File: config.mk
export PLATFORM = sky130hd
export DESIGN_NAME = adcsc_top
export DESIGN_NICKNAME = d
export VERILOG_FILES = /design/src/common/adcsc_pkg.sv /design/src/rtl/adcsc_top.sv
export SDC_FILE = /design/constraint.sdc
export NUM_CORES = 1
export LEC_CHECK = 0
export BUFFER_PORTS_ARGS = -buffer_cell sky130_fd_sc_hd__buf_4
export CORE_MARGIN = 2
export CORE_UTILIZATION = 48
export CTS_BUF_LIST = sky130_fd_sc_hd__clkbuf_2
export CTS_CLUSTER_DIAMETER = 40
export CTS_CLUSTER_SIZE = 40
export DETAILED_ROUTE_END_ITERATION = 8
export GPL_ROUTABILITY_DRIVEN = 1
export GPL_TIMING_DRIVEN = 1
export PLACE_DENSITY = 0.95
export SYNTH_ARGS = -nofsm -noshare
export SYNTH_HDL_FRONTEND = slang
export SYNTH_SLANG_ARGS = --single-unit
File: constraint.sdc
create_clock -name clk -period 3.5 [get_ports clk]
set_input_delay 0.35 -clock clk [delete_from_list [all_inputs] [get_ports clk]]
set_output_delay 0.35 -clock clk [all_outputs]
set_load 0.02 [all_outputs]
File: src/common/adcsc_pkg.sv
// Purpose: Shared constants and carrier types for the converter sequence status and compare block.
// Assumes: AHB-Lite slave with 32-bit data; each register takes one aligned word.
// Notes:   Printed offsets are word indices; the byte address is four times the index.
`default_nettype none
package adcsc_pkg;

  // Register word indices (byte address = index * 4)
  localparam logic [7:0]  SEQ_STATUS_IDX   = 8'h06;
  localparam logic [7:0]  CMP_ENABLE_IDX   = 8'h08;
  localparam logic [7:0]  CTRL_IDX         = 8'h10;
  localparam logic [7:0]  IRQ_STATUS_IDX   = 8'h11;
  localparam logic [7:0]  IRQ_MASK_IDX     = 8'h12;

  // sequence_status fields
  localparam int          SCF_BIT          = 7;
  localparam int          TORF_BIT         = 5;
  localparam int          RORF_BIT         = 4;
  localparam int          CNT_LSB          = 0;

  // Control register fields
  localparam int          CTRL_FIFO_BIT    = 0;
  localparam int          CTRL_FFC_BIT     = 1;
  localparam int          CTRL_LVL_BIT     = 2;

  // Interrupt status / mask fields
  localparam int          IRQ_SEQ_BIT      = 0;
  localparam int          IRQ_TORF_BIT     = 1;
  localparam int          IRQ_RORF_BIT     = 2;

  // Reset values
  localparam logic [15:0] CMPE_RST         = 16'h0000;
  localparam logic [3:0]  CNT_RST          = 4'h0;
  localparam logic [2:0]  CTRL_RST         = 3'h0;
  localparam logic [2:0]  IRQ_MASK_RST     = 3'h0;

  // AHB-Lite
  localparam logic [1:0]  HTRANS_NONSEQ    = 2'h2;
  localparam logic        HRESP_OKAY       = 1'b0;

  // Converter-side event bundle
  typedef struct packed {
    logic        done;        // One-cycle pulse at end of a conversion
    logic        last;        // The finishing conversion closes the sequence
    logic [15:0] result;      // Fresh conversion result
    logic [15:0] slot_value;  // Current content of the slot's result register
    logic        slot_ccf;    // Slot's conversion done flag still set
  } adcsc_conv_t;

  // Slot-side action bundle
  typedef struct packed {
    logic        store;       // Write result into the slot's result register
    logic        flag_set;    // Set the slot's conversion done flag
    logic        abort;       // Abort the running sequence
  } adcsc_slot_t;

  // Captured AHB address phase
  typedef struct packed {
    logic        valid;
    logic        write;
    logic [7:0]  idx;
  } adcsc_dph_t;

  // Complete module state
  typedef struct packed {
    adcsc_dph_t  dph;
    logic        busy;
    logic        seq_flag;
    logic        trig_ovr;
    logic        res_ovr;
    logic [3:0]  cnt;
    logic [15:0] cmpe;
    logic [2:0]  ctrl;
    logic [2:0]  irq_stat;
    logic [2:0]  irq_mask;
  } adcsc_state_t;

endpackage
`default_nettype wire

File: src/rtl/adcsc_top.sv
// Purpose: Sequence status flags, conversion counter and automatic compare control for an ADC sequencer.
// Assumes: Converter, result registers and control registers live outside and connect by pulses.
// Notes:   Zero-wait AHB-Lite slave; only whole-word accesses are meaningful.
`timescale 1ns/1ps
`default_nettype none

////////////////////////////////////////////////////////////////////////////////
// Functional notes
// Set sequence complete flag at each finished sequence, again each sequence in scan mode.
// Clear it by writing one, by start-conversion write, or result read with fast clear.
// In edge trigger mode, a trigger edge during a running sequence sets trigger overrun.
// Clear trigger overrun by writing one, by any aborting write, or start write.
// Set result overrun when a result register is written while its done flag is set.
// Clear result overrun by writing one, by any aborting write, or start write.
// Keep a read-only 4-bit conversion counter indexing the current result slot.
// Without FIFO mode reset counter at sequence start and end; FIFO mode keeps counting up at sequence end.
// The conversion counter wraps from fifteen back to zero and keeps counting.
// Aborting or starting a conversion clears the counter, also in FIFO mode.
// Status writes are accepted anytime but never change the conversion counter.
// Any write to the compare enable register aborts the running sequence.
// Sixteen compare enable bits, one per position, sense taken from operator bit.
// Software loads the compare value first, then programs the operator bit.
// A successful compare is reported through that position's done flag.
// With compare enabled, set done flag only on a true compare and discard result.
// Operator zero: true when result is lower or equal; operator one: when higher.
// Unused status bits read as zero and ignore writes.
module adcsc_top
  import adcsc_pkg::*;
(
  // Clock and reset
  input  wire logic        clk,
  input  wire logic        nrst,
  // AHB-Lite slave
  input  wire logic        hsel,
  input  wire logic [31:0] haddr,
  input  wire logic [1:0]  htrans,
  input  wire logic        hwrite,
  input  wire logic [2:0]  hsize,
  input  wire logic [31:0] hwdata,
  input  wire logic        hready,
  output logic             hreadyout,
  output logic             hresp,
  output logic [31:0]      hrdata,
  // Events from surrounding sequencer logic
  input  wire logic        start_wr,
  input  wire logic        ctl_wr,
  input  wire logic        scan_mode,
  input  wire logic        trig_edge,
  input  wire logic        result_read,
  input  wire logic [15:0] compare_operator_bits,
  input  wire adcsc_conv_t conv,
  // Slot actions and status
  output adcsc_slot_t      slot,
  output logic [3:0]       conversion_counter,
  output logic             seq_busy,
  output logic             irq
);

  adcsc_state_t s_r;
  adcsc_state_t s_nxt;

  logic        wr_stat;
  logic        wr_cmpe;
  logic        wr_ctrl;
  logic        wr_irqs;
  logic        wr_irqm;
  logic        abort_any;
  logic        conv_ev;
  logic        cmp_on;
  logic        cmp_true;
  logic        seq_set;
  logic        torf_set;
  logic        rorf_set;
  logic        fifo_mode;
  logic        fast_flag_clear;
  logic        trigger_level_select;

  ////////////////////////////////////////////////////////////////////////////////
  // Decode and converter events

  assign fifo_mode            = s_r.ctrl[CTRL_FIFO_BIT];
  assign fast_flag_clear      = s_r.ctrl[CTRL_FFC_BIT];
  assign trigger_level_select = s_r.ctrl[CTRL_LVL_BIT];

  assign wr_stat   = s_r.dph.valid && s_r.dph.write && (s_r.dph.idx == SEQ_STATUS_IDX);
  assign wr_cmpe   = s_r.dph.valid && s_r.dph.write && (s_r.dph.idx == CMP_ENABLE_IDX);
  assign wr_ctrl   = s_r.dph.valid && s_r.dph.write && (s_r.dph.idx == CTRL_IDX);
  assign wr_irqs   = s_r.dph.valid && s_r.dph.write && (s_r.dph.idx == IRQ_STATUS_IDX);
  assign wr_irqm   = s_r.dph.valid && s_r.dph.write && (s_r.dph.idx == IRQ_MASK_IDX);

  // Aborting writes: outside control and operator registers, or compare enable
  assign abort_any = ctl_wr || wr_cmpe;

  // Conversions outside a running sequence are ignored
  assign conv_ev   = conv.done && s_r.busy;

  // Compare: enable bit and operator picked by the counter position
  assign cmp_on    = s_r.cmpe[s_r.cnt];
  assign cmp_true  = compare_operator_bits[s_r.cnt] ? (conv.result > conv.slot_value)
                                                    : (conv.result <= conv.slot_value);

  assign slot = '{store:    conv_ev && !cmp_on,
                  flag_set: conv_ev && (cmp_on ? cmp_true : 1'b1),
                  abort:    abort_any};

  assign seq_set  = conv_ev && conv.last;
  assign torf_set = trig_edge && s_r.busy && !trigger_level_select;
  assign rorf_set = slot.store && conv.slot_ccf;

  ////////////////////////////////////////////////////////////////////////////////
  // Next state

  always_comb
  begin
    s_nxt = s_r;

    s_nxt.dph.valid = hsel && hready && (htrans == HTRANS_NONSEQ);
    s_nxt.dph.write = hwrite;
    s_nxt.dph.idx   = haddr[9:2];

    // Sets win over software clears; start and abort clears win over sets
    s_nxt.seq_flag = (s_r.seq_flag && !(wr_stat && hwdata[SCF_BIT])
                     && !(fast_flag_clear && result_read)) || seq_set;
    s_nxt.trig_ovr = (s_r.trig_ovr && !(wr_stat && hwdata[TORF_BIT])) || torf_set;
    s_nxt.res_ovr  = (s_r.res_ovr && !(wr_stat && hwdata[RORF_BIT])) || rorf_set;

    // Counter advances per conversion, resets after the last one outside FIFO mode; status writes leave it alone
    if (conv_ev)
    begin
      if (conv.last && !fifo_mode)
        s_nxt.cnt = CNT_RST;
      else
        s_nxt.cnt = s_r.cnt + 4'h1;
      if (conv.last && !scan_mode)
        s_nxt.busy = 1'b0;
    end

    if (abort_any)
    begin
      s_nxt.busy     = 1'b0;
      s_nxt.cnt      = CNT_RST;
      s_nxt.trig_ovr = 1'b0;
      s_nxt.res_ovr  = 1'b0;
    end

    // A start write aborts and restarts, so it takes precedence
    if (start_wr)
    begin
      s_nxt.busy     = 1'b1;
      s_nxt.cnt      = CNT_RST;
      s_nxt.seq_flag = 1'b0;
      s_nxt.trig_ovr = 1'b0;
      s_nxt.res_ovr  = 1'b0;
    end

    if (wr_cmpe)
      s_nxt.cmpe = hwdata[15:0];
    if (wr_ctrl)
      s_nxt.ctrl = hwdata[2:0];
    if (wr_irqm)
      s_nxt.irq_mask = hwdata[2:0];

    s_nxt.irq_stat = (s_r.irq_stat & ~(wr_irqs ? hwdata[2:0] : 3'h0))
                     | {rorf_set, torf_set, seq_set};
  end

  always_ff @(posedge clk or negedge nrst)
  begin
    if (!nrst)
    begin
      s_r          <= '0;
      s_r.cnt      <= CNT_RST;
      s_r.cmpe     <= CMPE_RST;
      s_r.ctrl     <= CTRL_RST;
      s_r.irq_mask <= IRQ_MASK_RST;
    end
    else
      s_r <= s_nxt;
  end

  ////////////////////////////////////////////////////////////////////////////////
  // Bus answers and outputs

  // Read mux works on the data phase so a read just after a write sees fresh data
  always_comb
  begin
    hrdata = 32'h0000_0000;
    if (s_r.dph.valid && !s_r.dph.write)
    begin
      unique case (s_r.dph.idx)
        SEQ_STATUS_IDX:
        begin
          hrdata[SCF_BIT]          = s_r.seq_flag;
          hrdata[TORF_BIT]         = s_r.trig_ovr;
          hrdata[RORF_BIT]         = s_r.res_ovr;
          hrdata[CNT_LSB+3:CNT_LSB] = s_r.cnt;
        end
        CMP_ENABLE_IDX: hrdata[15:0] = s_r.cmpe;
        CTRL_IDX:       hrdata[2:0]  = s_r.ctrl;
        IRQ_STATUS_IDX: hrdata[2:0]  = s_r.irq_stat;
        IRQ_MASK_IDX:   hrdata[2:0]  = s_r.irq_mask;
        default:        hrdata       = 32'h0000_0000;
      endcase
    end
  end

  assign hreadyout          = 1'b1;
  assign hresp              = HRESP_OKAY;
  assign conversion_counter = s_r.cnt;
  assign seq_busy           = s_r.busy;
  assign irq                = |(s_r.irq_stat & s_r.irq_mask);

  ////////////////////////////////////////////////////////////////////////////////
  // Checks

  logic quiet;
  assign quiet = !start_wr && !abort_any;
endmodule // adcsc_top
`default_nettype wire

==> results of run 1 <==
[cells by family (layout without fill, tap and decap cells)]
group / count (synthesis) / count (layout) / share of synthesized area
fa+ha+maj: 17 / 17 / 0.0754
mux: 34 / 34 / 0.152
simple gates: 80 / 80 / 0.164
xor+xnor: 1 / 1 / 0.00310
other cells: 2 / 18 / 0.00266
compound gates: 52 / 52 / 0.126
flops: 43 / 43 / 0.381
buf+inv: 48 / 146 / 0.0957
[state kept, by name (all words and copies together) (netlist names)]
name,cells
seq_busy,1
fifo_mode,1
s_r,36
fast_flag_clear,1
conversion_counter,4
[metal layers]
metal  vias to the layer above  global-route usage  part of all wire
li1                       1175                   -                 -
met1                      1160               0.269              0.37
met2                       153               0.430              0.52
met3                        23              0.0438             0.088
met4                         0              0.0780             0.025
met5                         -                   0                 0
[synth_stat cells (2+ instances only)]
library cell,instances
a21boi_0,4
a21o_1,2
a21oi_1,15
a221oi_1,2
a222oi_1,3
a22o_1,2
a22oi_1,10
and2_1,14
buf_2,3
buf_4,23
clkbuf_1,2
conb_1,2
dfrtp_1,43
ha_1,17
inv_1,20
mux2_2,19
mux2_4,3
mux2i_1,8
mux4_2,4
nand2_1,18
nand2b_1,4
nand3_1,6
nand4_1,4
nor2_1,15
nor2b_1,3
nor3_1,3
nor3b_4,2
o21ai_0,6
o21bai_1,2
o221ai_1,2
[power by group]
group          internal, W  total, W  switching [W]
clock network    0.0000509  0.000210       0.000159
registers         0.000519  0.000539      0.0000204
logic             0.000120  0.000219      0.0000989
[per-stage QoR]
stage                     setup WS, ps  hold slack (ps)   util
after floorplan                    871             54.4      -
after global placement             943              360  0.647
after detailed placement           857              364  0.647
after CTS                          357             21.1  0.656
after global routing               175            -3.28  0.663
final                              299             33.0  0.663
[final timing paths]
path                            slack (ps)     from  depth (start not counted)         to
worst max-delay path                   300  s_r[38]                          7  hrdata[1]
worst min-delay path                    30   hwrite                          1    s_r[41]
worst max register to register        1250  s_r[38]                          5     s_r[0]
worst min register to register         550  s_r[21]                          1    s_r[21]
max in group asynchronous             2700     nrst                          2     s_r[2]
min in group asynchronous              440     nrst                          2    s_r[41]
[cell type report]
cell class	instances	share of cell area
multi-input cells	202	0.413
flip-flops and latches	43	0.289
repair buffers	118	0.242
well taps	72	0.0242
inverters	20	0.0202
clock buffers	6	0.00808
clock inverters	2	0.00336
[critical path: cells and delay by family (launching register included)]
family | cells | cell delay, ps
flip-flops | 1 | 420
AND/OR/NAND/NOR | 3 | 1310
buffers and inverters | 1 | 200
AO/OA/AOI/OAI | 3 | 510
==> results.md, run 1 <==
* Ys flop type: dfrtp_1
* Setup-failing EPs final at 0
* Vias in the first global route at 2547
* Drt first pass iters at 5
* Fin cells at between 400 and 500
* Clk Latency, worst-skew pair at 400 ps
* Total CTS buffers at 5
* Commonest non-fill, non-tap cells in the layout: buf_4 (113), dfrtp_1 (43), inv_1 (20)
* Ranking of synthesized cells by area: dfrtp_1 (38%), mux2_2 (7.6%), ha_1 (7.5%)
* Total gr overflow at 0
* Minimum clock period at 3200 ps
* GRT Total Usage at 0.233
* Fill cell count at 413
* Slew of the pin with the lowest slew margin at ~750 ps
* Setup Skew at 11.8 ps
* Synthesized flop and latch total at 43
* Post-Route Setup TNS at 0 ps
* Sink Count at 43
* Period utilization at 0.915
* Hold WC Path Type: in -> reg
* Cell variety after synth at 46
* Synth-to-Final Area Change at 31.7%
* Syn. warnings at 0
* Starting Density at 0.503
* Synthesized area per cell at 10.2 um2
* Post-CTS setup buffer count at 0
* Outcome: finished, final reports clean
* Async set or reset register ratio after synthesis at 1.00
* FF+latch area at 1080 um2
* Maximum VDD drop at 0.000226 V
* Avg Vias per Cell at between 5 and 6
* HPWL reported at the end of detailed placement at 5860 um
* CP Launch Type: flop
* Die Height at 80.7 um
* Die ar. at 6510 um2
* CTS tree: yes
* Max incr delay on CP at 590 ps
* ANT nets after route at 0
* Clk buf depth at 2
* Hold bufs inserted after CTS at 1
* Critical path data arrival time at around 2900 ps
* Via count at 2511
* Pin count of the biggest net entering global routing at 44
* Yosys top cell by area: dfrtp_1
* CP required at 3150 ps
* Clock Pin Slew Worst Setup and Hold Paths at 220 ps
* Post-Syn Instances at 277
* DIE WIDTH at between 80 and 90 um
* Most common cell after layout, fill and taps aside: buf_4
* First-pass GRT wire length at 11600 um
* Power per standard cell area at 260 nW/um2
* Cell area after placement at 3630 um2
* GPL Wtd Cong at 0.876
* Cell area after synthesis at 2820 um2
* CP Capture Type: output port
* Max Cap Viol at 0
* Synth top area share at 0.381
* Fin area at 3720 um2
* H-tree depth at 2
* Top-level port count at 173
* CTS Root Cell: clkbuf_2
* Final nets at 537
* Number of port buffers at 111
* Count of final hold-check violations at 0
* Crit Path Max Fanout at 6
* Drt initial violations at 143
* Core area at 5610 um2
* Final Slew Violations at 0
* Layout cell share with drive strength beyond 1 at 0.399
* Relative slew slack at 0.497
* Cells along the critical path: or3_4 > or4b_4 > nor3b_4 > a22o_1 > a21oi_1 > a21boi_0 > buf_4
* Initial antenna violation count at 0
* RSZ-0062 raised after global routing: no
* Cts repair resizes at 0
* DR WL/cell at about 16 um
* Fmax achieved at ~310 MHz
* DR DRC count at 0
* CP Class: reg -> out
* Static Leakage at approximately 1.8 nW
* Sequential-to-total area share from yosys stat at 0.381
* DRT Wirelength at 7370 um
* Placed cell count at 450
* Final Power at 0.000968 W
* Multi-input gate area at 1540 um2
* Slowest-stage cell, CP: or4b_4
* EDFF count, synth at 0
* Site Rows at 27
* Diode count at 0
Power figures use the tool's default switching activity.
==> run 2, diff against run 1 <==
--- a/config.mk
+++ b/config.mk
@@ -15,6 +15,7 @@
 export GPL_ROUTABILITY_DRIVEN = 1
 export GPL_TIMING_DRIVEN = 1
 export PLACE_DENSITY = 0.95
+export REMOVE_ABC_BUFFERS = 1
 export SYNTH_ARGS = -nofsm -noshare
 export SYNTH_HDL_FRONTEND = slang
 export SYNTH_SLANG_ARGS = --single-unit
==> run 2 against run 1 <==
  * Sequential share of layout area fell by 0.64 points
  * Via count is 2.4% higher
  * Critical path depth unchanged
  * Critical path type unchanged
  * Largest power group unchanged
==> results.md, run 2 (synthesis results as in run 1) <==
* CP Launch Type: flop
* CP Class: reg -> out
* Vias in the first global route at 2613 (+2.6%)
* Drt first pass iters at 4 (-1)
* First-pass GRT wire length at 11900 um (+2.1%)
* Fmax achieved at 320 MHz (+2.3%)
* Die ar. at 6510 um2 (unchanged)
* DRT Wirelength at 7500 um (+1.8%)
* Via count at 2571 (+2.4%)
* H-tree depth at 2 (unchanged)
* Minimum clock period at 3130 ps (-72.9 ps)
* Cell area after placement at 3630 um2 (+0.21%)
* Layout cell share with drive strength beyond 1 at 0.395 (-0.00351)
* Reg2reg path depth at 6 (+1)
* Hold WC Path Type: in -> reg
* Period utilization at 0.894 (-0.0208)
* Worst reg2reg path endpoint: s_r[29]
* Site Rows at 27 (unchanged)
* DR DRC count at 0 (unchanged)
* Setup Skew at 24.6 ps (+12.8 ps)
* Setup-failing EPs final at 0 (unchanged)
* Drt initial violations at 177 (+24%)
* Reg2reg setup slack at 1240 ps (about the same)
* Commonest non-fill, non-tap cells in the layout: buf_4 (114), dfrtp_1 (43), inv_1 (20)
* Slowest-stage cell, CP: or4b_4
* GRT Total Usage at 0.238 (+0.00459)
* Total CTS buffers at 5 (unchanged)
* DIE WIDTH at 80.7 um (unchanged)
* CTS tree: yes
* Critical path data arrival time at 2780 ps (-70 ps)
* ANT nets after route at 0 (unchanged)
* Fin cells at 469 (+1.3%)
* Fin area at 3800 um2 (+2.3%)
* CP Capture Type: output port
* Number of port buffers at 111 (unchanged)
* Min-Delay Endpoint: s_r[31]
* Placed cell count at 451 (+0.22%)
* Worst Hold Launch: start_wr
* Sink Count at 43 (unchanged)
* Crit Path Max Fanout at 6 (unchanged)
* Die Height at 80.7 um (unchanged)
* Starting Density at 0.503 (unchanged)
* DR WL/cell at 16.0 um (+0.45%)
* Largest register FFs at 36 (unchanged)
* RSZ-0062 raised after global routing: no
* Post-CTS setup buffer count at 0 (unchanged)
* FF-to-FF Start: s_r[36]
* Top-level port count at 173 (unchanged)
* Clk buf depth at 2 (unchanged)
* Synth-to-Final Area Change at 34.7%
* Total gr overflow at 0 (unchanged)
* Largest register by flop count: s_r
* Most common cell after layout, fill and taps aside: buf_4
* CP bufs+invs at 1 (unchanged)
* Final nets at 543 (+1.1%)
* Final Slew Violations at 0 (unchanged)
* Hold path depth at 2 (+1)
* GPL Wtd Cong at 0.862 (-1.6%)
* CTS Root Cell: clkbuf_2
* Multi-input gate area at 1540 um2 (unchanged)
* Slew of the pin with the lowest slew margin at 744 ps (-8.38 ps)
* Static Leakage at 1.82 nW (+2.3%)
* Relative slew slack at 0.503 (+0.00560)
* Core area at 5610 um2 (unchanged)
* Cells along the critical path: or3_4 > or4b_4 > nor3b_4 > a22o_1 > a21oi_1 > a21boi_0 > buf_4
* Avg Vias per Cell at 5.48 (+1.1%)
* FF+latch area at 1080 um2 (unchanged)
* Max incr delay on CP at 580 ps (about the same)
* Post-Route Setup TNS at 0 ps (unchanged)
* Maximum VDD drop at 0.000339 V (+50%)
* CP required at 3150 ps (about the same)
* Power per standard cell area at 277 nW/um2 (+6.4%)
* Outcome: finished, final reports clean
* Fill cell count at 416 (+0.73%)
* Diode count at 0 (unchanged)
* Pin count of the biggest net entering global routing at 44 (unchanged)
* Clock Pin Slew Worst Setup and Hold Paths at 230 ps (about the same)
* Count of final hold-check violations at 0 (unchanged)
* Clk Latency, worst-skew pair at 420 ps (+20 ps)
* Max Cap Viol at 0 (unchanged)
* CP top delay family: simple AND/OR/NAND/NOR gates
* Initial antenna violation count at 0 (unchanged)
* HPWL reported at the end of detailed placement at 5840 um (-0.25%)
## run 2: cell count changes in the layout (fill, tap and decap cells not counted)
cell,change
buf_4,+1
bufinv_16,+1
clkbuf_2,-1
clkinv_4,+1
clkinvlp_4,-1
dlygate4sd3_1,+5
## run 2: layout make-up
| class | count | share of cell area |
|---|---|---|
| tap | 72 | 0.0237 |
| inverter | 20 | 0.0197 |
| multi-input combinational | 202 | 0.404 |
| clock inverter | 3 | 0.0115 |
| timing repair buffer | 124 | 0.251 |
| sequential | 43 | 0.283 |
| clock buffer | 5 | 0.00658 |
## run 2: worst register-to-register path, stage by stage (launching register included)
cell	delay [ps]
dfrtp_1	460
or4b_2	680
nor3_2	420
and2_1	270
nand2_1	70
a22oi_1	180
nor2_1	60
## run 2: metal layers
layer | part of all wire | vias up | GRT usage
met5 | 0 | - | 0
met4 | 0.022 | 0 | 0.0864
met3 | 0.089 | 21 | 0.0472
met2 | 0.53 | 159 | 0.444
met1 | 0.36 | 1204 | 0.265
li1 | - | 1187 | -
## run 2: through the flow
stage / util / hold WS [ps] / setup slack [ps] / power (W)
finish: 0.678 / 59.7 / 372 / 0.00105
global route: 0.678 / 20.0 / 196 / 0.00110
CTS: 0.678 / 48.5 / 368 / 0.00106
detailed placement: 0.648 / 363 / 886 / 0.000761
global placement: 0.648 / 361 / 931 / 0.000750
floorplan: - / 54.4 / 866 / 0.000642
## run 2: worst max path at each step
stage	cells after the start	slack, ps	start	endpoint
6_report	7	370	s_r[38]	hrdata[1]
5_1_grt	7	200	s_r[38]	hrdata[1]
4_1_cts	7	370	s_r[38]	hrdata[1]
3_5_place_dp	7	890	s_r[38]	hrdata[1]
3_3_place_gp	7	930	s_r[38]	hrdata[1]
2_1_floorplan	6	870	s_r[38]	hrdata[1]
## run 2: timing repair
action,4_1_cts,5_1_grt
gates resized for setup,0,0
endpoints found under the hold margin,52,0
hold buffers,10,0
## run 2: power by group
group          internal [W]  total, W  switching, W
Clock              0.000121  0.000290      0.000169
Combinational      0.000124  0.000224     0.0000998
Sequential         0.000519  0.000539     0.0000203
Total              0.000764   0.00105      0.000289
